==> src/hw/texture_gather_map.svh <==
// constants for the texture gather, gradient and detail-level decoder
// Functional notes
// - Opcode 21 (0x15) is the plain four-texel gather, texels packed into x,y,z,w.
// - Opcode 29 (0x1D) gathers four texels, depth-compares each, packs the results.
// - Opcode 31 (0x1F) is the comparing gather using previously stored texel offsets.
// - Opcode 23 decimal is the non-comparing gather using previously stored offsets.
// - Stored-offset gathers ignore the immediate x, y and z offset fields.
// - Compare reference is source w, converted to the resource format first.
// - NaN kept for float formats; otherwise NaN is replaced by zero.
// - A passing compare writes 1.0, a failing one writes 0.0.
// - Opcode 7 returns horizontal derivatives of the source coordinates.
// - Opcode 8 returns vertical derivatives of the source coordinates.
// - Opcode 6 returns the computed level of detail into the destination.
// - Opcode 5 returns the number of samples of the addressed resource.
`ifndef TEXTURE_GATHER_MAP_SVH
`define TEXTURE_GATHER_MAP_SVH

// ----------------------------------------------------------------
// opcodes
// ----------------------------------------------------------------
`define OPC_SAMPLE_COUNT     5'h05
`define OPC_DETAIL_LEVEL     5'h06
`define OPC_GRAD_H           5'h07
`define OPC_GRAD_V           5'h08
`define OPC_GATHER           5'h15
`define OPC_GATHER_STORED    5'h17
`define OPC_GATHER_CMP       5'h1D
`define OPC_GATHER_CMP_STORE 5'h1F

// ----------------------------------------------------------------
// instruction field positions
// ----------------------------------------------------------------
`define FLD_OPCODE_LSB   0
`define FLD_OPCODE_MSB   4
`define FLD_RES_LSB      8
`define FLD_RES_MSB      15
`define FLD_DST_LSB      0
`define FLD_DST_MSB      6
`define FLD_OFFSETS_LSB  0
`define FLD_OFFSETS_MSB  14

// ----------------------------------------------------------------
// formats, compare functions, results
// ----------------------------------------------------------------
`define FMT_FLOAT32      2'h0
`define FMT_UNORM16      2'h1
`define FMT_UNORM24      2'h2
`define CMP_NEVER        3'h0
`define CMP_LESS         3'h1
`define CMP_EQUAL        3'h2
`define CMP_LEQUAL       3'h3
`define CMP_GREATER      3'h4
`define CMP_NOTEQUAL     3'h5
`define CMP_GEQUAL       3'h6
`define CMP_ALWAYS       3'h7
`define FLOAT_ONE        32'h3F800000
`define FLOAT_ZERO       32'h00000000

`endif

==> src/hw/texture_gather_pkg.sv <==
// types for the texture gather, gradient and detail-level decoder
package texture_gather_pkg;

  typedef enum logic [2:0] {
    kind_gather,
    kind_grad_h,
    kind_grad_v,
    kind_detail_level,
    kind_sample_count
  } sampler_kind_type;

  typedef enum logic [1:0] {
    st_idle,
    st_request,
    st_wait,
    st_result
  } state_type;

endpackage

==> src/hw/texture_gather_gradient_decode.sv <==
// texture fetch decoder for gathers, gradient queries and detail-level queries
`timescale 1ns/1ps
`default_nettype none
`include "texture_gather_map.svh"

module texture_gather_gradient_decode #(
  parameter int GPR_BITS = 7,
  parameter int RES_BITS = 8
) (
  input  wire logic                clk_i,
  input  wire logic                rst_i,
  // instruction side
  input  wire logic                inst_valid_i,
  output logic                     inst_ready_o,
  input  wire logic [31:0]         inst_word0_i,
  input  wire logic [31:0]         inst_word1_i,
  input  wire logic [31:0]         inst_word2_i,
  input  wire logic [31:0]         inst_word3_i,
  input  wire logic [127:0]        src_data_i,
  input  wire logic [1:0]          res_format_i,
  input  wire logic [2:0]          cmp_func_i,
  // stored texel offsets
  input  wire logic                offsets_load_i,
  input  wire logic [14:0]         offsets_i,
  // sampler side
  output logic                     samp_req_valid_o,
  input  wire logic                samp_req_ready_i,
  output logic [2:0]               samp_req_kind_o,
  output logic [127:0]             samp_coord_o,
  output logic [14:0]              samp_offsets_o,
  output logic [RES_BITS-1:0]      samp_resource_o,
  input  wire logic                samp_resp_valid_i,
  input  wire logic [127:0]        samp_resp_data_i,
  // result side
  output logic                     result_valid_o,
  output logic [GPR_BITS-1:0]      result_gpr_o,
  output logic [127:0]             result_data_o,
  output logic                     illegal_o
);

  // ----------------------------------------------------------------
  // decode
  // ----------------------------------------------------------------
  typedef struct packed {
    logic                                legal;
    logic                                compare;
    logic                                stored;
    texture_gather_pkg::sampler_kind_type kind;
  } decode_type;

  function automatic decode_type decode_op(input logic [4:0] op);
    decode_type d;
    d = '{legal: 1'b1, compare: 1'b0, stored: 1'b0, kind: texture_gather_pkg::kind_gather};
    case (op)
      `OPC_GATHER: begin
        d.kind = texture_gather_pkg::kind_gather;
      end
      `OPC_GATHER_CMP: begin
        d.compare = 1'b1;
      end
      `OPC_GATHER_CMP_STORE: begin
        d.compare = 1'b1;
        d.stored  = 1'b1;
      end
      `OPC_GATHER_STORED: begin
        d.stored = 1'b1;
      end
      `OPC_GRAD_H: begin
        d.kind = texture_gather_pkg::kind_grad_h;
      end
      `OPC_GRAD_V: begin
        d.kind = texture_gather_pkg::kind_grad_v;
      end
      `OPC_DETAIL_LEVEL: begin
        d.kind = texture_gather_pkg::kind_detail_level;
      end
      `OPC_SAMPLE_COUNT: begin
        d.kind = texture_gather_pkg::kind_sample_count;
      end
      default: begin
        d.legal = 1'b0;
      end
    endcase
    return d;
  endfunction

  // word 3 carries only padding and is never looked at
  decode_type dec;
  logic       inst_take;
  logic       unused_pad;

  assign dec        = decode_op(inst_word0_i[`FLD_OPCODE_MSB:`FLD_OPCODE_LSB]);
  assign inst_take  = inst_valid_i && inst_ready_o;
  assign unused_pad = ^inst_word3_i;

  // ----------------------------------------------------------------
  // sequencing
  // ----------------------------------------------------------------
  texture_gather_pkg::state_type state_reg;
  logic                          compare_reg;
  logic [31:0]                   ref_reg;
  logic [1:0]                    fmt_reg;
  logic [2:0]                    func_reg;
  logic [14:0]                   stored_offsets_reg;
  logic [127:0]                  resp_reg;

  always_ff @(posedge clk_i or posedge rst_i) begin
    if (rst_i) begin
      state_reg <= texture_gather_pkg::st_idle;
    end else begin
      case (state_reg)
        texture_gather_pkg::st_idle: begin
          if (inst_take && dec.legal) begin
            state_reg <= texture_gather_pkg::st_request;
          end
        end
        texture_gather_pkg::st_request: begin
          if (samp_req_ready_i) begin
            state_reg <= texture_gather_pkg::st_wait;
          end
        end
        texture_gather_pkg::st_wait: begin
          if (samp_resp_valid_i) begin
            state_reg <= texture_gather_pkg::st_result;
          end
        end
        default: begin
          state_reg <= texture_gather_pkg::st_idle;
        end
      endcase
    end
  end

  always_ff @(posedge clk_i or posedge rst_i) begin
    if (rst_i) begin
      inst_ready_o <= 1'b0;
    end else begin
      inst_ready_o <= ((state_reg == texture_gather_pkg::st_idle) && !(inst_take && dec.legal)) ||
                      (state_reg == texture_gather_pkg::st_result);
    end
  end

  always_ff @(posedge clk_i or posedge rst_i) begin
    if (rst_i) begin
      illegal_o <= 1'b0;
    end else begin
      illegal_o <= inst_take && !dec.legal;
    end
  end

  // a new offset set may arrive in the same cycle as a gather that uses it: the gather sees the new set
  always_ff @(posedge clk_i or posedge rst_i) begin
    if (rst_i) begin
      stored_offsets_reg <= 15'h0000;
    end else if (offsets_load_i) begin
      stored_offsets_reg <= offsets_i;
    end
  end

  always_ff @(posedge clk_i or posedge rst_i) begin
    if (rst_i) begin
      compare_reg     <= 1'b0;
      ref_reg         <= 32'h00000000;
      fmt_reg         <= `FMT_FLOAT32;
      func_reg        <= `CMP_NEVER;
      samp_req_kind_o <= 3'h0;
      samp_coord_o    <= 128'h0;
      samp_offsets_o  <= 15'h0000;
      samp_resource_o <= '0;
      result_gpr_o    <= '0;
    end else if (inst_take && dec.legal) begin
      compare_reg     <= dec.compare;
      ref_reg         <= src_data_i[127:96];
      fmt_reg         <= res_format_i;
      func_reg        <= cmp_func_i;
      samp_req_kind_o <= dec.kind;
      samp_coord_o    <= src_data_i;
      samp_resource_o <= inst_word0_i[`FLD_RES_LSB +: RES_BITS];
      result_gpr_o    <= inst_word1_i[`FLD_DST_LSB +: GPR_BITS];
      if (dec.stored) begin
        samp_offsets_o <= offsets_load_i ? offsets_i : stored_offsets_reg;
      end else begin
        samp_offsets_o <= inst_word2_i[`FLD_OFFSETS_MSB:`FLD_OFFSETS_LSB];
      end
    end
  end

  always_ff @(posedge clk_i or posedge rst_i) begin
    if (rst_i) begin
      samp_req_valid_o <= 1'b0;
    end else if (inst_take && dec.legal) begin
      samp_req_valid_o <= 1'b1;
    end else if (samp_req_ready_i) begin
      samp_req_valid_o <= 1'b0;
    end
  end

  always_ff @(posedge clk_i or posedge rst_i) begin
    if (rst_i) begin
      resp_reg <= 128'h0;
    end else if (state_reg == texture_gather_pkg::st_wait && samp_resp_valid_i) begin
      resp_reg <= samp_resp_data_i;
    end
  end

  // ----------------------------------------------------------------
  // compare and pack
  // ----------------------------------------------------------------
  logic [3:0]   pass;
  logic [127:0] packed_data;

  genvar gi;
  generate
    for (gi = 0; gi < 4; gi++) begin : g_cmp
      depth_compare_unit u_cmp (
        .ref_i   (ref_reg),
        .texel_i (resp_reg[32*gi +: 32]),
        .fmt_i   (fmt_reg),
        .func_i  (func_reg),
        .pass_o  (pass[gi])
      );
      assign packed_data[32*gi +: 32] = !compare_reg ? resp_reg[32*gi +: 32] :
                                        pass[gi] ? `FLOAT_ONE : `FLOAT_ZERO;
    end
  endgenerate

  // compare runs one cycle after capture so the unit sees a settled texel
  always_ff @(posedge clk_i or posedge rst_i) begin
    if (rst_i) begin
      result_valid_o <= 1'b0;
      result_data_o  <= 128'h0;
    end else begin
      result_valid_o <= (state_reg == texture_gather_pkg::st_result);
      if (state_reg == texture_gather_pkg::st_result) begin
        result_data_o <= packed_data;
      end
    end
  end

endmodule
`default_nettype wire

==> src/hw/depth_compare_unit.sv <==
// one texel depth comparison with reference conversion
`timescale 1ns/1ps
`default_nettype none
`include "texture_gather_map.svh"

module depth_compare_unit (
  input  wire logic [31:0] ref_i,
  input  wire logic [31:0] texel_i,
  input  wire logic [1:0]  fmt_i,
  input  wire logic [2:0]  func_i,
  output logic             pass_o
);

  // ----------------------------------------------------------------
  // float to unorm of given width, NaN and negatives go to zero
  // ----------------------------------------------------------------
  function automatic logic [31:0] to_unorm(input logic [31:0] f, input int bits);
    int   e;
    int   sh;
    logic [31:0] mx;
    logic [31:0] r;
    mx = 32'((64'h1 << bits) - 64'h1);
    e  = int'(f[30:23]) - 127;
    sh = 23 - bits - e;
    if (f[30:23] == 8'hFF && f[22:0] != 23'h0) begin
      r = 32'h0;
    end else if (f[31] || f[30:23] == 8'h00) begin
      r = 32'h0;
    end else if (e >= 0) begin
      r = mx;
    end else if (sh >= 24) begin
      r = 32'h0;
    end else if (sh < 0) begin
      r = mx;
    end else begin
      r = {8'h00, 1'b1, f[22:0]} >> sh;
    end
    return r;
  endfunction

  // order-preserving key for ieee floats
  function automatic logic [31:0] float_key(input logic [31:0] f);
    return f[31] ? ~f : {1'b1, f[30:0]};
  endfunction

  logic [31:0] ref_conv;
  logic [31:0] tex_val;
  logic        any_nan;
  logic        lt;
  logic        eq;

  always_comb begin
    any_nan = 1'b0;
    if (fmt_i == `FMT_FLOAT32) begin
      // nan survives into the compare: every ordered test fails
      any_nan  = (ref_i[30:23] == 8'hFF && ref_i[22:0] != 23'h0) ||
                 (texel_i[30:23] == 8'hFF && texel_i[22:0] != 23'h0);
      ref_conv = float_key(ref_i);
      tex_val  = float_key(texel_i);
      if ({ref_i[30:0], texel_i[30:0]} == 62'h0) begin
        tex_val = ref_conv;
      end
    end else if (fmt_i == `FMT_UNORM16) begin
      ref_conv = to_unorm(ref_i, 16);
      tex_val  = {16'h0000, texel_i[15:0]};
    end else begin
      ref_conv = to_unorm(ref_i, 24);
      tex_val  = {8'h00, texel_i[23:0]};
    end
    lt = ref_conv < tex_val;
    eq = ref_conv == tex_val;
    case (func_i)
      `CMP_NEVER:    pass_o = 1'b0;
      `CMP_LESS:     pass_o = !any_nan && lt;
      `CMP_EQUAL:    pass_o = !any_nan && eq;
      `CMP_LEQUAL:   pass_o = !any_nan && (lt || eq);
      `CMP_GREATER:  pass_o = !any_nan && !lt && !eq;
      `CMP_NOTEQUAL: pass_o = any_nan || !eq;
      `CMP_GEQUAL:   pass_o = !any_nan && !lt;
      default:       pass_o = 1'b1;
    endcase
  end

endmodule
`default_nettype wire

==> config.mk <==
export PLATFORM = sky130hd
export DESIGN_NAME = texture_gather_gradient_decode
export DESIGN_NICKNAME = d
export VERILOG_FILES = /design/src/hw/texture_gather_pkg.sv /design/src/hw/texture_gather_gradient_decode.sv /design/src/hw/depth_compare_unit.sv
export VERILOG_INCLUDE_DIRS = /design/src /design/src/hw
export SDC_FILE = /design/constraint.sdc
export NUM_CORES = 1
export LEC_CHECK = 0
export ABC_CLOCK_PERIOD_IN_PS = 20700
export BUFFER_PORTS_ARGS = -buffer_cell sky130_fd_sc_hd__buf_2
export CORE_AREA = 2 2 271 273
export CTS_BUF_LIST = sky130_fd_sc_hd__clkbuf_2 sky130_fd_sc_hd__clkbuf_4 sky130_fd_sc_hd__clkbuf_8
export DETAILED_ROUTE_END_ITERATION = 8
export DIE_AREA = 0 0 273 275
export GPL_TIMING_DRIVEN = 0
export PLACE_DENSITY_LB_ADDON = 0.25
export SYNTH_ARGS = -nofsm -noshare
export SYNTH_HDL_FRONTEND = slang
export SYNTH_HIERARCHICAL = 1
export SYNTH_SLANG_ARGS = --single-unit
==> constraint.sdc <==
create_clock -name clk_i -period 20.7 [get_ports clk_i]
set_clock_uncertainty 0.2 [all_clocks]
set_input_delay 6.21 -clock clk_i [delete_from_list [all_inputs] [get_ports clk_i]]
set_output_delay 6.21 -clock clk_i [all_outputs]
set_load 0.005 [all_outputs]
* After elaboration in Yosys (flattened, before gate mapping)
Index checks and enable logic that the tools add are counted.
** Word-level totals
- Register bits :: 476
- Input port bits :: 410
- Output and inout port bits :: 293
- Logic and storage cells :: 199
** Cells by class
- $add $sub $neg :: 3
- Magnitude comparators :: 9
- Equal/unequal tests :: 30
- Shift-type cells :: 2
- Multiplexer cells :: 57
- Bitwise operators :: 5
- Reductions and logical operators :: 76
** Operators with widths (count)
- $mux 32 :: 29
- $logic_not 62->1 :: 4
- $not 32->32 :: 5
- $eq 32x32->1 :: 4
- $lt 32x32->1 :: 4
- $mux 30 :: 4
- $reduce_bool 23->1 :: 5
- $mux 24 :: 4
- $ge 32x6->1 const B :: 2
- $lt 32x1->1 const B :: 2
- $shr 24x32->32 :: 2
- $eq 8x8->1 const B :: 5
- $ge 32x1->1 const B :: 1
- $sub 1x32->32 const A :: 1
- $sub 4x32->32 const A :: 1
- $logic_and 1x1->1 :: 30
- $mux 15 :: 2
- $pmux 1 s7 :: 4
- $eq 5x5->1 const B :: 4
- $eq 5x3->1 const B :: 3
- $logic_not 1->1 :: 14
- $logic_or 1x1->1 :: 14
- $pmux 3 s4 :: 1
- $eq 3x3->1 const B :: 3
- 18 further kinds :: 34

* Logic depth before layout (Yosys ltp)
- Depth in word-level cells :: 17
- Gate-level depth with buffers :: 33
- Gate-level depth less buffers :: 27

* By module
The synthesis kept the hierarchy.
** By module, submodules not included
- texture_gather_gradient_decode :: times used 1, cells an instance 1182, area an instance 17443.0 um2
- depth_compare_unit at g_cmp[1].u_cmp ... :: times used 2, cells an instance 653, area an instance 4388.0 um2
- depth_compare_unit at g_cmp[0].u_cmp :: times used 1, cells an instance 633, area an instance 4297.9 um2
- depth_compare_unit at g_cmp[3].u_cmp :: times used 1, cells an instance 611, area an instance 4171.5 um2

* Worst setup path after synthesis
Ideal clock, no wire load.
- Path kind :: input -> register
- Start point :: input offsets_load_i
- End point :: register samp_offsets_o[0]
- Setup time :: 127 ps
- Data arrival time :: 7680 ps
- Required time :: 20373 ps
- Path slack :: 12693 ps
- Cell stages on the path :: 5
- Path buffers :: 2
- Path through :: clkbuf_1 clkbuf_1 mux2_2 mux2_2 mux2_1
** Between the ends
- Word-level cells in the longest chain between the ends :: 2
** RTL lines
- start: declaration :: line texture_gather_gradient_decode.sv:23 : input wire logic offsets_load_i,
- $mux 15
- $mux 15 :: line texture_gather_gradient_decode.sv:180 : if (dec.stored) begin
- end signal: assignment :: line texture_gather_gradient_decode.sv:181 : samp_offsets_o <= offsets_load_i ? offsets_i : stored_offsets_reg;
- end signal: assignment :: line texture_gather_gradient_decode.sv:183 : samp_offsets_o <= inst_word2_i[`FLD_OFFSETS_MSB:`FLD_OFFSETS_LSB];
- end: declaration :: line texture_gather_gradient_decode.sv:30 : output logic [14:0] samp_offsets_o,
No other way between the ends.
A chain may end at the register's enable or synchronous reset.

==> impl_results.rst <==
.. list-table::
   :header-rows: 1

   * - Metric
     - Value
   * - Static Leak
     - 18.0 nW
   * - Transition time at the pin with the least slew margin
     - 1660 ps
   * - Clock-pin slew on the worst setup and hold paths
     - 60 ps
   * - Fraction of synthesized cell area taken by the top area cell type
     - 32.0%
   * - Failing checks
     - capacitance limit, slew limit
   * - Setup repair bufs after CTS
     - 0
   * - Core region area
     - 0.0723 mm2
   * - Skew-Pair Late Insertion Delay
     - 740 ps
   * - Top cells by area in the synthesized netlist
     - sky130_fd_sc_hd__dfrtp_1, sky130_fd_sc_hd__mux2_2, sky130_fd_sc_hd__ha_1, sky130_fd_sc_hd__mux2_1, sky130_fd_sc_hd__a21oi_1
   * - Input/output buffers
     - 608
   * - Die H
     - 275 um
   * - Power density normalized to cell area
     - 222 mW/mm2
   * - WL/cell
     - 25.6 um
   * - Via count of the first global-routing pass
     - 32164
   * - DR vias/cell
     - 6.27
   * - Final slew viol count
     - 172
   * - Routed via count
     - 34166
   * - Detailed-placement wirelength estimate
     - 102000 um
   * - Maximum single-stage delay on the critical path
     - 950 ps
   * - Number of buffers on the longest clock path
     - 3
   * - Post-route fraction of the period consumed by the critical path
     - 43.3%
   * - Int Pwr
     - 4.31 mW
   * - Number of buffers created by CTS
     - 78
   * - Global routing usage summed across all routing layers
     - 35.8%
   * - Cell count after synthesis
     - 3732
   * - Die area
     - 0.0751 mm2
   * - Nets@finish
     - 4984
   * - Crit Path Class
     - flop to flop
   * - Synthesized flop and latch total
     - 444
   * - Avg Cell Area, Syn
     - 9.29 um2
   * - Post-cts gate resize count
     - 0
   * - Worst hold path class
     - flop to flop
   * - Count of placed standard cells including taps
     - 5304
   * - Synthesis warning total
     - 6
   * - Switching Fraction
     - 52.4%
   * - Core Rows
     - 99
   * - Setup TNS
     - 0 ps
   * - DIE WIDTH
     - 273 um
   * - Total grt overflow
     - 0
   * - Part of the total power dissipated in the clock network
     - 9.9%
   * - IO Pins
     - 703
   * - Number of antenna-violating nets in the routed design
     - 0
   * - TritonCTS clock tree
     - done
   * - Max-capacitance violation count
     - 9
   * - Cell type with the highest aggregate area in the netlist
     - sky130_fd_sc_hd__dfrtp_1
   * - Met2 routing resource usage after global routing
     - 55.9%
   * - Net switching power of the design
     - 4.74 mW
   * - Met3 global-route usage
     - 9.49%
   * - RSZ-0062 raised after global routing
     - no
   * - Largest delay contributor family on the critical path
     - compound AO/OA/AOI/OAI gates
   * - Drt total wl
     - 140000 um
   * - Combinational group share of total power
     - 67.3%
   * - Top Usage Layer GRT
     - met2
   * - Register share of total power
     - 22.9%
   * - Post-layout util
     - 56.4%
   * - F_max
     - 0.111 GHz
   * - Commonest non-fill, non-tap cell in the layout
     - sky130_fd_sc_hd__buf_2
   * - Initial antenna violation count
     - 24
   * - Number of cells in the finished layout apart from fillers
     - 5452
   * - Startpoint class of the critical path
     - flop
   * - Type of element capturing the critical path
     - flop
   * - IR Drop Worst-Case VDD
     - 127 uV
   * - Top library cells by usage in the layout, fill and taps aside
     - sky130_fd_sc_hd__buf_2, sky130_fd_sc_hd__dfrtp_1, sky130_fd_sc_hd__a21oi_1
   * - Post-layout minimum cycle time
     - 8970 ps
   * - Initial cell density of the core
     - 48.0%
   * - Proportion of layout cells with a drive suffix above 1
     - 28.5%
   * - Peak fanout along the critical path
     - 16
   * - Area growth from synthesis to final layout
     - 17.6%
   * - Placed Instance Area
     - 0.0391 mm2
   * - Final number of setup-violating endpoints
     - 0
   * - Pin count of the biggest net entering global routing
     - 127
   * - Count of final hold-check violations
     - 0
   * - Count of flip-flops with a built-in enable after synthesis
     - 0
   * - Primary FF master, synth
     - sky130_fd_sc_hd__dfrtp_1
   * - Worst slew slack as a fraction of its limit
     - -10.6%
   * - Signal arrival time at the worst endpoint
     - 9370 ps
   * - H-tree lvl count
     - 3
   * - Mapped cell area
     - 0.0347 mm2
   * - Post-synthesis sequential area ratio
     - 32.0%
   * - TritonRoute pass-1 iters
     - 6
   * - Net count after synthesis
     - 4291
   * - Worst Path Required
     - 21100 ps
   * - Global-route wire length before repair
     - 204000 um
   * - Post-Layout Inst Area
     - 0.0408 mm2
   * - Post-synth cell types
     - 111
   * - Violation count after the first detailed-routing iteration
     - 3693
   * - Final estimated routing congestion in global placement
     - 1.01
   * - Buffers & Inverters on Critical Path
     - 6
   * - Result of the run
     - finished with violations
   * - Hold_buf cts
     - 0
   * - Met1 layer usage reported by global route
     - 46.3%
   * - Standard cell with the maximum stage delay on the critical path
     - sky130_fd_sc_hd__dfrtp_1
   * - Clock Root Buffer
     - sky130_fd_sc_hd__clkbuf_8
   * - Share of synthesized flip-flops with an asynchronous set or reset
     - 100%
   * - # clock sinks
     - 444
   * - # DRC
     - 0
## power by group through the flow
stage	combinational, mW	sequential, mW	clock, mW
finish	6.09	2.07	0.892
global placement	5.85	2.03	0
CTS	5.96	2.02	0.910
global route	6.62	2.09	0.944
floorplan	4.25	1.70	0
detailed placement	5.92	2.03	0
## per-layer routing
| layer | up-vias | wire [um] |
|---|---|---|
| li1 | 15345 | - |
| met1 | 16611 | 55700 |
| met2 | 1818 | 62800 |
| met3 | 372 | 13900 |
| met4 | 20 | 7080 |
| met5 | - | 125 |
## stage by stage
stage | total power [mW] | hold WS [ps] | worst slack, ps
after global routing | 9.65 | 298 | 11390
final | 9.05 | 280 | 11730
after detailed placement | 7.95 | 269 | 11870
after floorplan | 5.95 | 269 | 1920
after global placement | 7.89 | 262 | -3190
after CTS | 8.89 | 283 | 11870
## final cells by class
cell class	instances	area, um2
multi-input cells	2949	22000
fillers	6632	31500
flip-flops and latches	444	11100
clock buffers	123	1540
clock inverters	13	158
repair buffers	613	3170
diodes	12	30.0
well taps	959	1200
inverters	54	210
plain buffers	285	1420
## cells in the mapped netlist (21+ instances only)
cell                        count
sky130_fd_sc_hd__a211oi_1      42
sky130_fd_sc_hd__a21o_1        41
sky130_fd_sc_hd__a21oi_1      279
sky130_fd_sc_hd__a221oi_1      23
sky130_fd_sc_hd__a22oi_1       31
sky130_fd_sc_hd__a2bb2oi_1     27
sky130_fd_sc_hd__a31o_2       117
sky130_fd_sc_hd__a31oi_1       29
sky130_fd_sc_hd__and2_1        30
sky130_fd_sc_hd__buf_1         25
sky130_fd_sc_hd__buf_2         54
sky130_fd_sc_hd__buf_6         31
sky130_fd_sc_hd__clkbuf_1     164
sky130_fd_sc_hd__dfrtp_1      444
sky130_fd_sc_hd__ha_1         149
sky130_fd_sc_hd__inv_1         48
sky130_fd_sc_hd__mux2_1       165
sky130_fd_sc_hd__mux2_2       194
sky130_fd_sc_hd__mux2i_1      115
sky130_fd_sc_hd__mux4_2        22
sky130_fd_sc_hd__nand2_1      241
sky130_fd_sc_hd__nand2b_1      44
sky130_fd_sc_hd__nand3_1       42
sky130_fd_sc_hd__nand4_1       57
sky130_fd_sc_hd__nor2_1       267
sky130_fd_sc_hd__nor2b_1      122
sky130_fd_sc_hd__nor3_1        53
sky130_fd_sc_hd__nor4_1        55
sky130_fd_sc_hd__o211ai_1      21
sky130_fd_sc_hd__o21ai_0      197
sky130_fd_sc_hd__o221ai_1      31
sky130_fd_sc_hd__o22ai_1       94
sky130_fd_sc_hd__or3_1         21
sky130_fd_sc_hd__xnor2_1      113
sky130_fd_sc_hd__xor2_1        70
## cell families (layout without fill, tap and decap cells)
| logic type | Yosys count | in the layout | synth area share, % |
|---|---|---|---|
| multiplexers | 496 | 496 | 16.4 |
| XOR/XNOR | 188 | 188 | 4.87 |
| flip-flops | 444 | 444 | 32.0 |
| AO/OA/AOI/OAI | 1092 | 1092 | 21.5 |
| AND/OR/NAND/NOR | 1024 | 1024 | 15.1 |
| other | 0 | 12 | 0 |
| adder cells (fa/ha/maj) | 149 | 149 | 5.37 |
| buffers and inverters | 339 | 1088 | 4.67 |
## path summary, 6_finish.rpt
| path | start | cells after the start | endpoint | slack [ps] |
|---|---|---|---|---|
| min in group asynchronous | rst_i | 2 | samp_coord_o[49] | 5340 |
| worst min-delay path | samp_coord_o[32] | 1 | samp_coord_o[32] | 280 |
| worst max-delay path | samp_coord_o[120] | 32 | result_data_o[56] | 11730 |
| worst max register to register | samp_coord_o[120] | 32 | result_data_o[56] | 11730 |
| worst min register to register | samp_coord_o[32] | 1 | samp_coord_o[32] | 280 |
| max in group asynchronous | rst_i | 4 | resp_reg[75] | 13220 |
No activity file was read; power rests on OpenSTA's default activity.
